--- src/asp_pkg.sv ---
package asp_pkg;
  // Register byte offsets
  localparam logic [4:0] ASP_OFF_CTRL = 5'h00;
  localparam logic [4:0] ASP_OFF_DATA = 5'h04;
  localparam logic [4:0] ASP_OFF_STAT = 5'h08;
  localparam logic [4:0] ASP_OFF_MASK = 5'h0C;
  localparam logic [4:0] ASP_OFF_TMR = 5'h10;
  // Control register fields
  localparam int ASP_CTL_WIDTH = 7;
  localparam int ASP_CTL_ONE = 6;
  localparam int ASP_CTL_MCE = 5;
  localparam int ASP_CTL_REN = 4;
  localparam int ASP_CTL_TB8 = 3;
  localparam int ASP_CTL_RB8 = 2;
  // Status and mask fields
  localparam int ASP_ST_RX = 0;
  localparam int ASP_ST_TX = 1;
  // Timer register fields
  localparam int ASP_TM_SEL_LSB = 8;
  localparam int ASP_TM_RUN = 11;
  localparam int ASP_TM_CNT_LSB = 16;
  // Reset values
  localparam logic [7:0] ASP_CTRL_RST = 8'h00;
  localparam logic [1:0] ASP_MASK_RST = 2'h0;
  localparam logic [7:0] ASP_RELOAD_RST = 8'h00;
  // Timer clock sources
  localparam logic [2:0] ASP_SRC_SYS = 3'h0;
  localparam logic [2:0] ASP_SRC_DIV4 = 3'h1;
  localparam logic [2:0] ASP_SRC_DIV12 = 3'h2;
  localparam logic [2:0] ASP_SRC_DIV48 = 3'h3;
  localparam logic [2:0] ASP_SRC_OSC8 = 3'h4;
  localparam logic [2:0] ASP_SRC_EXT = 3'h5;
  // Prescaler and frame figures
  localparam logic [5:0] ASP_PRE_LAST = 6'h2F;
  localparam logic [3:0] ASP_LEN8 = 4'hA;
  localparam logic [3:0] ASP_LEN9 = 4'hB;
  // Serial state machines
  typedef enum logic [1:0] {ASP_TX_IDLE = 2'b00, ASP_TX_SHIFT = 2'b01} asp_tx_t;
  typedef enum logic [1:0] {ASP_RX_IDLE = 2'b00, ASP_RX_BITS = 2'b01} asp_rx_t;
endpackage

--- src/asp_top.sv ---
// The address map and the Avalon-MM slave port were left to the implementer.
`timescale 1ns/1ps
module asp_top (
  input wire logic SYS_CLK,
  input wire logic RSTN,
  input wire logic [4:0] AVS_ADDRESS,
  input wire logic AVS_READ,
  input wire logic AVS_WRITE,
  input wire logic [31:0] AVS_WRITEDATA,
  input wire logic [3:0] AVS_BYTEENABLE,
  output logic [31:0] AVS_READDATA,
  output logic AVS_WAITREQUEST,
  output logic SERIAL_TRANSMIT_PIN,
  input wire logic SERIAL_RECEIVE_PIN,
  input wire logic EXT_OSC_CLK_IN,
  input wire logic BAUD_TIMER_EXTERNAL_INPUT,
  output logic IRQ
);
  import asp_pkg::*;

  ////////////////////////////////////////////////////////////////////////////
  // Reset release and pin synchronisers
  logic rst_meta_q, rst_n_q;
  logic rx_s1_q, rx_s2_q, rx_s3_q;
  logic os_s1_q, os_s2_q, os_s3_q;
  logic ex_s1_q, ex_s2_q, ex_s3_q;

  // Reset released through two flops
  always_ff @(posedge SYS_CLK or negedge RSTN) begin
    if (!RSTN) begin
      rst_meta_q <= 1'b0;
      rst_n_q <= 1'b0;
    end else begin
      rst_meta_q <= 1'b1;
      rst_n_q <= rst_meta_q;
    end
  end

  // Two flops per pin, third flop for edge detection
  always_ff @(posedge SYS_CLK or negedge rst_n_q) begin
    if (!rst_n_q) begin
      {rx_s1_q, rx_s2_q, rx_s3_q} <= 3'h7;
      {os_s1_q, os_s2_q, os_s3_q} <= 3'h0;
      {ex_s1_q, ex_s2_q, ex_s3_q} <= 3'h0;
    end else begin
      {rx_s1_q, rx_s2_q, rx_s3_q} <= {SERIAL_RECEIVE_PIN, rx_s1_q, rx_s2_q};
      {os_s1_q, os_s2_q, os_s3_q} <= {EXT_OSC_CLK_IN, os_s1_q, os_s2_q};
      {ex_s1_q, ex_s2_q, ex_s3_q} <= {BAUD_TIMER_EXTERNAL_INPUT, ex_s1_q,
                                      ex_s2_q};
    end
  end

  ////////////////////////////////////////////////////////////////////////////
  // Register bus
  logic ack_q, ack_d;
  logic [7:0] ctrl_q, ctrl_d;
  logic [1:0] stat_q, stat_d, mask_q, mask_d;
  logic [7:0] reload_q, reload_d;
  logic [2:0] src_q, src_d;
  logic run_q, run_d;
  logic [31:0] rdata_q, rdata_d;
  logic [7:0] rx_buf_q, rx_buf_d;
  logic [7:0] tmr_q;
  logic wr_acc, rd_acc, data_wr, tx_done_ev, rx_load_ev, rx_b9;
  logic [7:0] rx_byte_q;

  assign wr_acc = AVS_WRITE && ack_q;
  assign rd_acc = AVS_READ && ack_q;
  assign data_wr = wr_acc && AVS_ADDRESS == ASP_OFF_DATA && AVS_BYTEENABLE[0];
  assign AVS_WAITREQUEST = (AVS_READ || AVS_WRITE) && !ack_q;
  assign AVS_READDATA = rdata_q;
  assign IRQ = |(stat_q & mask_q);

  // Register writes, read mux and flag updates
  always_comb begin
    ack_d = (AVS_READ || AVS_WRITE) && !ack_q;
    ctrl_d = ctrl_q;
    stat_d = stat_q;
    mask_d = mask_q;
    reload_d = reload_q;
    src_d = src_q;
    run_d = run_q;
    rdata_d = rdata_q;
    rx_buf_d = rx_buf_q;
    if (wr_acc && AVS_BYTEENABLE[0]) begin
      case (AVS_ADDRESS)
        ASP_OFF_CTRL: ctrl_d = AVS_WRITEDATA[7:0];
        ASP_OFF_STAT: stat_d = stat_q & ~AVS_WRITEDATA[1:0];
        ASP_OFF_MASK: mask_d = AVS_WRITEDATA[1:0];
        ASP_OFF_TMR: reload_d = AVS_WRITEDATA[7:0];
        default: ;
      endcase
    end
    if (wr_acc && AVS_BYTEENABLE[1] && AVS_ADDRESS == ASP_OFF_TMR) begin
      src_d = AVS_WRITEDATA[ASP_TM_SEL_LSB +: 3];
      run_d = AVS_WRITEDATA[ASP_TM_RUN];
    end
    ctrl_d[ASP_CTL_ONE] = 1'b0;
    // Hardware set wins over a same-cycle software clear
    if (tx_done_ev) stat_d[ASP_ST_TX] = 1'b1;
    if (rx_load_ev) begin
      stat_d[ASP_ST_RX] = 1'b1;
      rx_buf_d = rx_byte_q;
      ctrl_d[ASP_CTL_RB8] = rx_b9;
    end
    // Read data latched in the wait cycle so it stands at the taking edge
    if (AVS_READ && !ack_q) begin
      case (AVS_ADDRESS)
        ASP_OFF_CTRL: rdata_d = {24'h0, ctrl_q | 8'h40};
        ASP_OFF_DATA: rdata_d = {24'h0, rx_buf_q};
        ASP_OFF_STAT: rdata_d = {30'h0, stat_q};
        ASP_OFF_MASK: rdata_d = {30'h0, mask_q};
        ASP_OFF_TMR: rdata_d = {8'h0, tmr_q, 4'h0, run_q, src_q, reload_q};
        default: rdata_d = 32'h0;
      endcase
    end
  end

  // Register bank
  always_ff @(posedge SYS_CLK or negedge rst_n_q) begin
    if (!rst_n_q) begin
      ack_q <= 1'b0;
      ctrl_q <= ASP_CTRL_RST;
      stat_q <= 2'h0;
      mask_q <= ASP_MASK_RST;
      reload_q <= ASP_RELOAD_RST;
      src_q <= ASP_SRC_SYS;
      run_q <= 1'b0;
      rdata_q <= 32'h0;
      rx_buf_q <= 8'h00;
    end else begin
      ack_q <= ack_d;
      ctrl_q <= ctrl_d;
      stat_q <= stat_d;
      mask_q <= mask_d;
      reload_q <= reload_d;
      src_q <= src_d;
      run_q <= run_d;
      rdata_q <= rdata_d;
      rx_buf_q <= rx_buf_d;
    end
  end

  ////////////////////////////////////////////////////////////////////////////
  // Timer clock selection, counters and divide-by-two
  logic [5:0] pre_q, pre_d;
  logic [2:0] osc_q, osc_d;
  logic [7:0] tmr_d, rxt_q, rxt_d;
  logic tx_div_q, tx_div_d, rx_ph_q, rx_ph_d;
  logic tick, tx_ovf, rx_ovf, tx_baud, rx_samp, start_det;

  // Next count with auto-reload on overflow
  function automatic logic [7:0] asp_next(input logic [7:0] c,
                                          input logic [7:0] r);
    asp_next = (c == 8'hFF) ? r : c + 8'h01;
  endfunction

  // Clock source mux
  always_comb begin
    case (src_q)
      ASP_SRC_SYS: tick = 1'b1;
      ASP_SRC_DIV4: tick = pre_q[1:0] == 2'h3;
      ASP_SRC_DIV12: tick = pre_q == 6'h0B || pre_q == 6'h17 ||
                            pre_q == 6'h23 || pre_q == 6'h2F;
      ASP_SRC_DIV48: tick = pre_q == ASP_PRE_LAST;
      ASP_SRC_OSC8: tick = os_s2_q && !os_s3_q && osc_q == 3'h7;
      ASP_SRC_EXT: tick = !ex_s2_q && ex_s3_q;
      default: tick = 1'b0;
    endcase
  end

  assign tx_ovf = run_q && tick && tmr_q == 8'hFF;
  assign rx_ovf = run_q && tick && rxt_q == 8'hFF;
  assign tx_baud = tx_ovf && tx_div_q;
  assign rx_samp = rx_ovf && !rx_ph_q;

  // Counter next values
  always_comb begin
    pre_d = (pre_q == ASP_PRE_LAST) ? 6'h00 : pre_q + 6'h01;
    osc_d = (os_s2_q && !os_s3_q) ? osc_q + 3'h1 : osc_q;
    tmr_d = tmr_q;
    rxt_d = rxt_q;
    tx_div_d = tx_ovf ? !tx_div_q : tx_div_q;
    rx_ph_d = rx_ovf ? !rx_ph_q : rx_ph_q;
    if (run_q && tick) begin
      tmr_d = asp_next(tmr_q, reload_q);
      rxt_d = asp_next(rxt_q, reload_q);
    end
    if (start_det) begin
      rxt_d = reload_q;
      rx_ph_d = 1'b0;
    end
  end

  // Counter registers; receive copy is never readable
  always_ff @(posedge SYS_CLK or negedge rst_n_q) begin
    if (!rst_n_q) begin
      pre_q <= 6'h00;
      osc_q <= 3'h0;
      tmr_q <= 8'h00;
      rxt_q <= 8'h00;
      tx_div_q <= 1'b0;
      rx_ph_q <= 1'b0;
    end else begin
      pre_q <= pre_d;
      osc_q <= osc_d;
      tmr_q <= tmr_d;
      rxt_q <= rxt_d;
      tx_div_q <= tx_div_d;
      rx_ph_q <= rx_ph_d;
    end
  end

  ////////////////////////////////////////////////////////////////////////////
  // Transmitter
  asp_tx_t tx_st_q, tx_st_d;
  logic [10:0] tx_sh_q, tx_sh_d;
  logic [3:0] tx_cnt_q, tx_cnt_d;
  logic tx_pin_q, tx_pin_d;
  logic nine;

  assign nine = ctrl_q[ASP_CTL_WIDTH];
  assign SERIAL_TRANSMIT_PIN = tx_pin_q;

  // Frame loading and bit shifting
  always_comb begin
    tx_st_d = tx_st_q;
    tx_sh_d = tx_sh_q;
    tx_cnt_d = tx_cnt_q;
    tx_pin_d = tx_pin_q;
    tx_done_ev = 1'b0;
    case (tx_st_q)
      ASP_TX_SHIFT: begin
        if (tx_baud) begin
          if (tx_cnt_q == 4'h0) begin
            tx_st_d = ASP_TX_IDLE;
          end else begin
            tx_pin_d = tx_sh_q[0];
            tx_sh_d = {1'b1, tx_sh_q[10:1]};
            tx_cnt_d = tx_cnt_q - 4'h1;
            tx_done_ev = tx_cnt_q == 4'h1;
          end
        end
      end
      default: tx_pin_d = 1'b1;
    endcase
    if (data_wr) begin
      tx_st_d = ASP_TX_SHIFT;
      tx_cnt_d = nine ? ASP_LEN9 : ASP_LEN8;
      tx_sh_d = {1'b1, nine ? ctrl_q[ASP_CTL_TB8] : 1'b1,
                 AVS_WRITEDATA[7:0], 1'b0};
    end
  end

  // Transmit registers
  always_ff @(posedge SYS_CLK or negedge rst_n_q) begin
    if (!rst_n_q) begin
      tx_st_q <= ASP_TX_IDLE;
      tx_sh_q <= 11'h7FF;
      tx_cnt_q <= 4'h0;
      tx_pin_q <= 1'b1;
    end else begin
      tx_st_q <= tx_st_d;
      tx_sh_q <= tx_sh_d;
      tx_cnt_q <= tx_cnt_d;
      tx_pin_q <= tx_pin_d;
    end
  end

  ////////////////////////////////////////////////////////////////////////////
  // Receiver
  asp_rx_t rx_st_q, rx_st_d;
  logic [3:0] rx_cnt_q, rx_cnt_d;
  logic [7:0] rx_byte_d;
  logic rx_b9_q, rx_b9_d, last;

  assign start_det = rx_st_q == ASP_RX_IDLE && ctrl_q[ASP_CTL_REN] &&
                     !rx_s2_q && rx_s3_q;
  assign last = rx_cnt_q == (nine ? ASP_LEN9 : ASP_LEN8) - 4'h1;
  assign rx_b9 = nine ? rx_b9_q : rx_s2_q;

  // Bit sampling at mid-bit and end-of-frame load
  always_comb begin
    rx_st_d = rx_st_q;
    rx_cnt_d = rx_cnt_q;
    rx_byte_d = rx_byte_q;
    rx_b9_d = rx_b9_q;
    rx_load_ev = 1'b0;
    case (rx_st_q)
      ASP_RX_BITS: begin
        if (rx_samp) begin
          rx_cnt_d = rx_cnt_q + 4'h1;
          if (rx_cnt_q == 4'h0 && rx_s2_q) begin
            rx_st_d = ASP_RX_IDLE;
          end else if (last) begin
            rx_st_d = ASP_RX_IDLE;
            rx_load_ev = !stat_q[ASP_ST_RX] &&
                         (!ctrl_q[ASP_CTL_MCE] || rx_b9);
          end else if (rx_cnt_q == 4'h9) begin
            rx_b9_d = rx_s2_q;
          end else if (rx_cnt_q != 4'h0) begin
            rx_byte_d = {rx_s2_q, rx_byte_q[7:1]};
          end
        end
      end
      default: begin
        if (start_det) begin
          rx_st_d = ASP_RX_BITS;
          rx_cnt_d = 4'h0;
        end
      end
    endcase
  end

  // Receive registers
  always_ff @(posedge SYS_CLK or negedge rst_n_q) begin
    if (!rst_n_q) begin
      rx_st_q <= ASP_RX_IDLE;
      rx_cnt_q <= 4'h0;
      rx_byte_q <= 8'h00;
      rx_b9_q <= 1'b0;
    end else begin
      rx_st_q <= rx_st_d;
      rx_cnt_q <= rx_cnt_d;
      rx_byte_q <= rx_byte_d;
      rx_b9_q <= rx_b9_d;
    end
  end

  ////////////////////////////////////////////////////////////////////////////
  // Checks
  tx_idle_high_a: assert property (
    @(posedge SYS_CLK) disable iff (!rst_n_q)
    (tx_st_q == ASP_TX_IDLE && !$past(tx_baud)) |-> tx_pin_q)
    else $error("line not high while idle");
  tx_start_a: assert property (
    @(posedge SYS_CLK) disable iff (!rst_n_q)
    data_wr |=> tx_st_q == ASP_TX_SHIFT && tx_sh_q[0] == 1'b0)
    else $error("data write did not start frame");
  data_read_a: assert property (
    @(posedge SYS_CLK) disable iff (!rst_n_q)
    (rd_acc && AVS_ADDRESS == ASP_OFF_DATA) |->
    AVS_READDATA == {24'h0, $past(rx_buf_q)})
    else $error("data read not from receive buffer");
  tx_done_a: assert property (
    @(posedge SYS_CLK) disable iff (!rst_n_q)
    tx_done_ev |=> stat_q[ASP_ST_TX] && tx_pin_q)
    else $error("done flag not set at stop bit");
  irq_level_a: assert property (
    @(posedge SYS_CLK) disable iff (!rst_n_q)
    IRQ == ((stat_q[0] && mask_q[0]) || (stat_q[1] && mask_q[1])))
    else $error("interrupt level wrong");
  flag_hold_a: assert property (
    @(posedge SYS_CLK) disable iff (!rst_n_q)
    (stat_q[ASP_ST_RX] && !(wr_acc && AVS_ADDRESS == ASP_OFF_STAT))
    |=> stat_q[ASP_ST_RX])
    else $error("receive flag cleared by hardware");
  rx_reload_a: assert property (
    @(posedge SYS_CLK) disable iff (!rst_n_q)
    start_det |=> rxt_q == $past(reload_q) && rx_st_q == ASP_RX_BITS)
    else $error("start did not reload receive timer");
  rx_guard_a: assert property (
    @(posedge SYS_CLK) disable iff (!rst_n_q)
    $changed(rx_buf_q) |-> !$past(stat_q[ASP_ST_RX]))
    else $error("buffer overwritten while flag set");
  baud_half_a: assert property (
    @(posedge SYS_CLK) disable iff (!rst_n_q)
    tx_baud |=> !tx_div_q)
    else $error("transmit divider not toggling");
endmodule

--- config.mk ---
export PLATFORM = sky130hd
export DESIGN_NAME = asp_top
export DESIGN_NICKNAME = d
export VERILOG_FILES = /design/src/asp_pkg.sv /design/src/asp_top.sv
export SDC_FILE = /design/constraint.sdc
export NUM_CORES = 1
export LEC_CHECK = 0
export BUFFER_PORTS_ARGS = -buffer_cell sky130_fd_sc_hd__clkbuf_2
export CAP_MARGIN = 20
export CORE_MARGIN = 5
export CORE_UTILIZATION = 50
export DETAILED_ROUTE_END_ITERATION = 8
export MAX_ROUTING_LAYER = met4
export PLACE_DENSITY_LB_ADDON = 0.12
export SLEW_MARGIN = 20
export SYNTH_ARGS = -nofsm -noshare
export SYNTH_HDL_FRONTEND = slang
export SYNTH_SLANG_ARGS = --single-unit
export TNS_END_PERCENT = 50
--- constraint.sdc ---
create_clock -name SYS_CLK -period 5.2 [get_ports SYS_CLK]
set_clock_uncertainty 0.15 [all_clocks]
set_input_delay 0.52 -clock SYS_CLK [delete_from_list [all_inputs] [get_ports SYS_CLK]]
set_output_delay 0.52 -clock SYS_CLK [all_outputs]
set_load 0.03 [all_outputs]
==> results of run 1 <==
==> layer usage <==
metal  up-vias  track usage [%]  wire [um]
met5         -                -          0
met4         0             7.66        170
met3        16             4.92        570
met2       106             30.5       5620
met1      1994             27.1       5600
li1       1938                -          -
==> power breakdown <==
part / internal (mW) / switching (mW) / leakage [nW]
Sequential: 1.02 / 0.0915 / 1.56
Combinational: 0.100 / 0.115 / 1.13
Clock: 0.775 / 0.417 / 0.292
Total: 1.89 / 0.623 / 2.98
==> critical path, delay by kind of cell (launching register included) <==
kind                       cells  cell delay (ns)
and+or+nand+nor                2             1.12
DFF                            1             0.40
muxes                          1             0.39
AOI/OAI and AO/OA              2             0.33
buffers and inverters          2             0.27
adders and majority gates      1             0.25
==> worst max path at each step <==
stage / start / end / slack, ns / cells after the start
2_1_floorplan: rst_n_q / AVS_READDATA[0] / 1.48 / 0
3_3_place_gp: pre_q[0] / rx_byte_q[1] / 2.19 / 8
3_5_place_dp: pre_q[0] / rx_byte_q[2] / 2.15 / 8
4_1_cts: pre_q[0] / rx_byte_q[2] / 2.15 / 8
5_1_grt: pre_q[0] / rx_byte_q[6] / 1.94 / 8
6_report: pre_q[0] / rx_byte_q[1] / 2.17 / 8
==> layout make-up <==
type | count | area (sq um) | share of cell area, %
multi-input combinational | 361 | 2440 | 37.0
clock buffer | 20 | 457 | 6.93
clock inverter | 12 | 150 | 2.28
timing repair buffer | 54 | 288 | 4.37
sequential | 120 | 3020 | 45.9
tap | 140 | 175 | 2.66
inverter | 15 | 56.3 | 0.855
==> registers in the layout, indices dropped and copies added (netlist names), 2 cells and up <==
signal	cells
rxt_q	8
pre_q	6
osc_q	3
tx_cnt_q	4
src_q	3
stat_q	2
AVS_READDATA	20
rx_buf_q	8
rx_cnt_q	4
reload_q	8
tmr_q	8
mask_q	2
tx_sh_q	10
rx_byte_q	8
ctrl_q	7
==> logic make-up after synthesis <==
group	synth area share (%)
buffers and inverters	4.17
other	0.133
and+or+nand+nor	14.7
DFF	53.6
AOI/OAI and AO/OA	12.0
xor gates and xnor gates	1.71
adders and majority gates	2.22
muxes	11.6
==> cells in the final DEF, fill, tap and decap left out, drive strengths merged, types with 4 or more instances in the layout <==
master / synthesis / final
dfstp: 14 / 14
nand3: 14 / 14
and2: 4 / 4
nand2: 58 / 58
and3: 7 / 7
a22o: 7 / 7
a31oi: 4 / 4
nor3: 13 / 13
nor4: 6 / 6
nor3b: 4 / 4
clkinv: 0 / 6
mux2i: 19 / 19
inv: 15 / 15
buf: 17 / 5
o21ai: 40 / 40
ha: 10 / 10
nand4: 7 / 7
clkbuf: 15 / 68
mux2: 41 / 41
dfrtp: 106 / 106
o22ai: 4 / 4
xnor2: 9 / 9
nor2: 31 / 31
a21oi: 28 / 28
conb: 2 / 13
==> stage by stage <==
stage / utilization (%) / hold WS, ns
2_1_floorplan: - / 0.0744
3_3_place_gp: 54.6 / 0.155
3_5_place_dp: 54.6 / 0.157
4_1_cts: 60.2 / 0.0302
5_1_grt: 60.3 / 0.0358
6_report: 60.3 / 0.0387
==> impl_results.md, run 1 <==
- Outcome: completed
- Overflow after GRT: 0
- Number of endpoints failing setup at the final stage: 0
- Synth area leader: dfrtp_1
- HP Start: SERIAL_RECEIVE_PIN
- R2R Setup Slk: about 2.2 ns
- Top cells by area, synth: dfrtp_1, mux2_2, dfstp_2
- Initial core utilization: 51.6%
- Critical path type: reg -> reg
- Maximum fanout along the worst path: 17
- Largest net degree at the start of global routing: 77
- Synth warn: 0
- RR Endpoint: rx_byte_q[1]
- Routed Antenna Nets: 0
- Post-Layout Cell Count: 722
- Startpoint Class: flop
- DRC: 0
- Root Driver: clkbuf_16
- Final nets: 627
- Final hold vios: 0
- CTS sink count: between 100 and 150
- VDD IR-drop max: between 0.15 and 0.2 mV
- Initial antenna violation count: 0
- Placement row count: 38
- Share of layout cells above drive strength 1: roughly a quarter
- Mapped Area: between 0.005 and 0.006 sq mm
- Vias: approximately 4000
- First-pass GRT wire length: 20800 um
- Count leader, synth: dfrtp_1
- Asr flop ratio synth: 100%
- CTS tree: yes
- Synth unique cells: 65
- Post-CTS Resized: 0
- CP max stage cell: nor4_4
- Fillers: between 900 and 1000
- Hold depth: 1
- Post-synth top cells: dfrtp_1, nand2_1, mux2_2, o21ai_0, nor2_1
- TritonRoute pass-1 iters: 5
- Post-placement cell area: approximately 0.006 sq mm
- Post-Synthesis Cells: ~520
- Core area: approximately 0.011 sq mm
- Syn avg cell area: ~11 sq um
- Die W: around 120 um
- Reg2reg start: pre_q[0]
- Final min period: between 3 and 4 ns
- Share of the synthesized area in the top cell type: between 40 and 50%
- Max_slew headroom: 27.6%
- Dpl cells: ~690
- Critical path, cell by cell: ha_1 -> inv_1 -> a21oi_1 -> o41ai_4 -> buf_4 -> or2_1 -> nor4_4 -> mux2_2
- Critical Path End Type: flop
- Die ar.: between 0.01 and 0.015 sq mm
- CTS clk-pin slew, worst paths: 0.05 ns
- # port buffers: 48
- Diodes inserted: 0
- Max Cap Viol: 0
- Slew @ Worst Pin: about 1.1 ns
- CP peak stage delay: about 0.64 ns
- Fmax: approximately 330 MHz
- # IOs: 83
- Drt first-iter violations: around 250
- Post-CTS setup buffer count: 0
- Detailed Place HPWL: roughly 8300 um
- RSZ-0062 raised after global routing: no
- Number of synthesized flops with an enable pin: 0
- WL final: approximately 12000 um
- Reg2reg path depth: 8
- Pwr Density: 382 mW/mm^2
- Data arrival, critical path: about 3.2 ns
- Seq cells post-synth: 120
- Seq/Total Area, Yosys: a little over half
- P_leak: around 3.0 nW
- Critical Path RT: between 5 and 6 ns
- Vias in the first global route: ~4200
- Hold-fix buffer count after cts: 1
- Tot Pwr: between 2 and 3 mW
- Predominant post-synthesis flop cell: dfrtp_1
- Final worst setup slack: 2.17 ns
- Gpl congestion: approximately 0.84
- H-tree Lvls: 4
- Via density per instance: between 5 and 6
- Clock buffer depth: 2
- Clk Latency, worst-skew pair: 0.41 ns
- Pre-CTS setup slack: approximately 2.1 ns
- Design Area, Final: ~0.0066 sq mm
- Total CTS buffers: 17
- Die Y: 116 um
- Drt wl/cell: roughly 17 um
- TNS Setup: 0 ns
- Max-slew violations: 0
- Hold WC Path Type: in -> reg
- Area grow syn2layout: 16.9%
- Fin crit share: between 50% and 60%
- Total GRT Usage: around a fifth
- Hold endpoint: rx_s1_q
Note: power is estimated with default switching activity, not from simulation.
==> inputs of run 2 (changes only) <==
- clock period: 5.2 -> 2.6 ns (I/O delays scaled with it)
==> impl_results.md, run 2 (synthesized netlist as in run 1, its figures left out) <==
- CP peak stage delay: ~0.45 ns
- Total GRT Usage: 21.5%
- Initial antenna violation count: 0
- CTS clk-pin slew, worst paths: 0.05 ns
- Final min period: roughly 2.5 ns
- H-tree Lvls: 4
- Design Area, Final: around 0.0071 sq mm
- P_leak: ~3.3 nW
- Root Driver: clkbuf_16
- VDD IR-drop max: roughly 0.40 mV
- Tot Pwr: approximately 5.2 mW
- CP dominant cell by count: buf_4
- Clock buffer depth: 2
- Final worst setup slack: approximately 0.11 ns
- Most frequent cells in the layout: dfrtp_1, nand2_1, clkbuf_2, mux2_2, o21ai_0
- First-pass GRT wire length: around 22000 um
- Outcome: completed
- Critical Path RT: between 2 and 3 ns
- DRC: 0
- R2R Setup Slk: approximately 0.11 ns
- WL final: ~13000 um
- Die W: 116 um
- Fillers: 884
- Startpoint Class: flop
- Final hold vios: 0
- Largest register FFs: 20
- Post-Layout Cell Count: roughly 770
- Vias in the first global route: 4419
- Initial core utilization: around 52%
- Share of layout cells above drive strength 1: ~29%
- Detailed Place HPWL: slightly below 9000 um
- WHS: 0.0109 ns
- Core area: about 0.011 sq mm
- Pwr Density: approximately 740 mW/mm^2
- Most common cell after layout, fill and taps aside: dfrtp_1
- Die ar.: approximately 0.013 sq mm
- Reg2reg path depth: 8
- Vias: around 4200
- Dpl cells: a little over 700
- Slew @ Worst Pin: between 0.5 and 0.6 ns
- Max Cap Viol: 0
- Pre-CTS setup slack: -0.0470 ns
- HP Start: AVS_WRITEDATA[0]
- Hold WC Path Type: in -> reg
- Via density per instance: about 5.5
- Data arrival, critical path: roughly 2.6 ns
- Hold endpoint: tx_sh_q[1]
- Largest net degree at the start of global routing: between 80 and 90
- Buf+Inv Stages, Crit Path: 3
- Reg2reg start: src_q[0]
- # IOs: 83
- Drt wl/cell: roughly 17 um
- Routed Antenna Nets: 0
- Critical path, cell by cell: o41ai_2 -> o21ai_2 -> buf_4 -> buf_4 -> nor2_2 -> buf_4 -> nor3_1 -> a311oi_1
- RR Endpoint: rxt_q[0]
- CTS tree: yes
- Clk Latency, worst-skew pair: around 0.42 ns
- Post-placement cell area: 0.00618 sq mm
- Critical path type: reg -> reg
- Fin crit share: around 96%
- Placement row count: 38
- Beginning of the critical path: src_q[0]
- CP max stage cell: dfrtp_1
- Critical Path End Type: flop
- CTS sink count: 120
- Area grow syn2layout: 25.1%
- Die Y: between 100 and 150 um
- Fmax: about 400 MHz
- Gpl congestion: 0.860
- Hold depth: 3
- Cell family with most CP delay: compound AO/OA/AOI/OAI gates
- TritonRoute pass-1 iters: 5
- Maximum fanout along the worst path: 9
- Drt first-iter violations: roughly 240
- Overflow after GRT: 0
- Max-slew violations: 0
- Number of endpoints failing setup at the final stage: 0
- Diodes inserted: 0
- # port buffers: 48
- Total CTS buffers: 17
- Max_slew headroom: about 61%
- Final nets: a little under 700
## run 2: cell types whose count changed in the layout (fill, tap and decap cells not counted), moves of 2 or more
cell / previous run / this run
buf_4: 5 / 32
clkbuf_8: 2 / 4
clkinv_4: 2 / 0
clkinvlp_4: 3 / 1
dlygate4sd3_1: 1 / 18
## run 2: per-layer routing
layer	track usage (%)	vias up	routed length, um
met4	9.44	0	332
met3	4.61	34	565
met1	27.5	2045	5700
met5	-	-	0
li1	-	2021	-
met2	33.2	115	6150
## run 2: final cells by class
cell class | count | area (sq um) | area share [%]
Tap cell | 140 | 175 | 2.48
Multi-Input combinational cell | 361 | 2480 | 35.2
Timing Repair Buffer | 100 | 686 | 9.72
Clock buffer | 23 | 488 | 6.92
Sequential cell | 120 | 3020 | 42.9
Inverter | 15 | 56.3 | 0.799
Clock inverter | 8 | 143 | 2.02
## run 2: worst max-delay path by stage
stage	to	slack (ns)	cells past startpoint
final	rxt_q[0]	0.11	8
after global routing	rxt_q[0]	-0.08	10
after CTS	rx_b9_q	0.04	7
after detailed placement	tx_sh_q[6]	-0.05	8
after global placement	tx_sh_q[4]	0.02	7
after floorplan	rx_byte_q[0]	-0.02	7
## run 2: worst min-delay path: cells and delay by family
family                 cells  cell delay [ns]
buffers and inverters      1             0.13
and+or+nand+nor            1             0.13
AOI/OAI and AO/OA          1             0.05
## run 2: stage by stage
stage	util [%]	TNS, ns
floorplan	-	-0.220
global placement	56.6	0
detailed placement	56.6	-0.191
CTS	64.1	0
global route	64.5	-0.242
finish	64.5	0
## run 2: power by group
| part | switching [mW] | internal (mW) | leakage (nW) |
|---|---|---|---|
| registers | 0.157 | 2.04 | 1.56 |
| clock network | 0.793 | 1.69 | 0.309 |
| logic | 0.283 | 0.272 | 1.39 |
| total | 1.23 | 4.00 | 3.25 |
## run 2: timing repair
action,in CTS,in global routing
resized for setup,2,8
endpoints found under the hold margin,28,0
cloned,0,1
pin swaps,0,0
buffers inserted,0,1
hold buffers,18,0
setup endpoints to repair,8,16
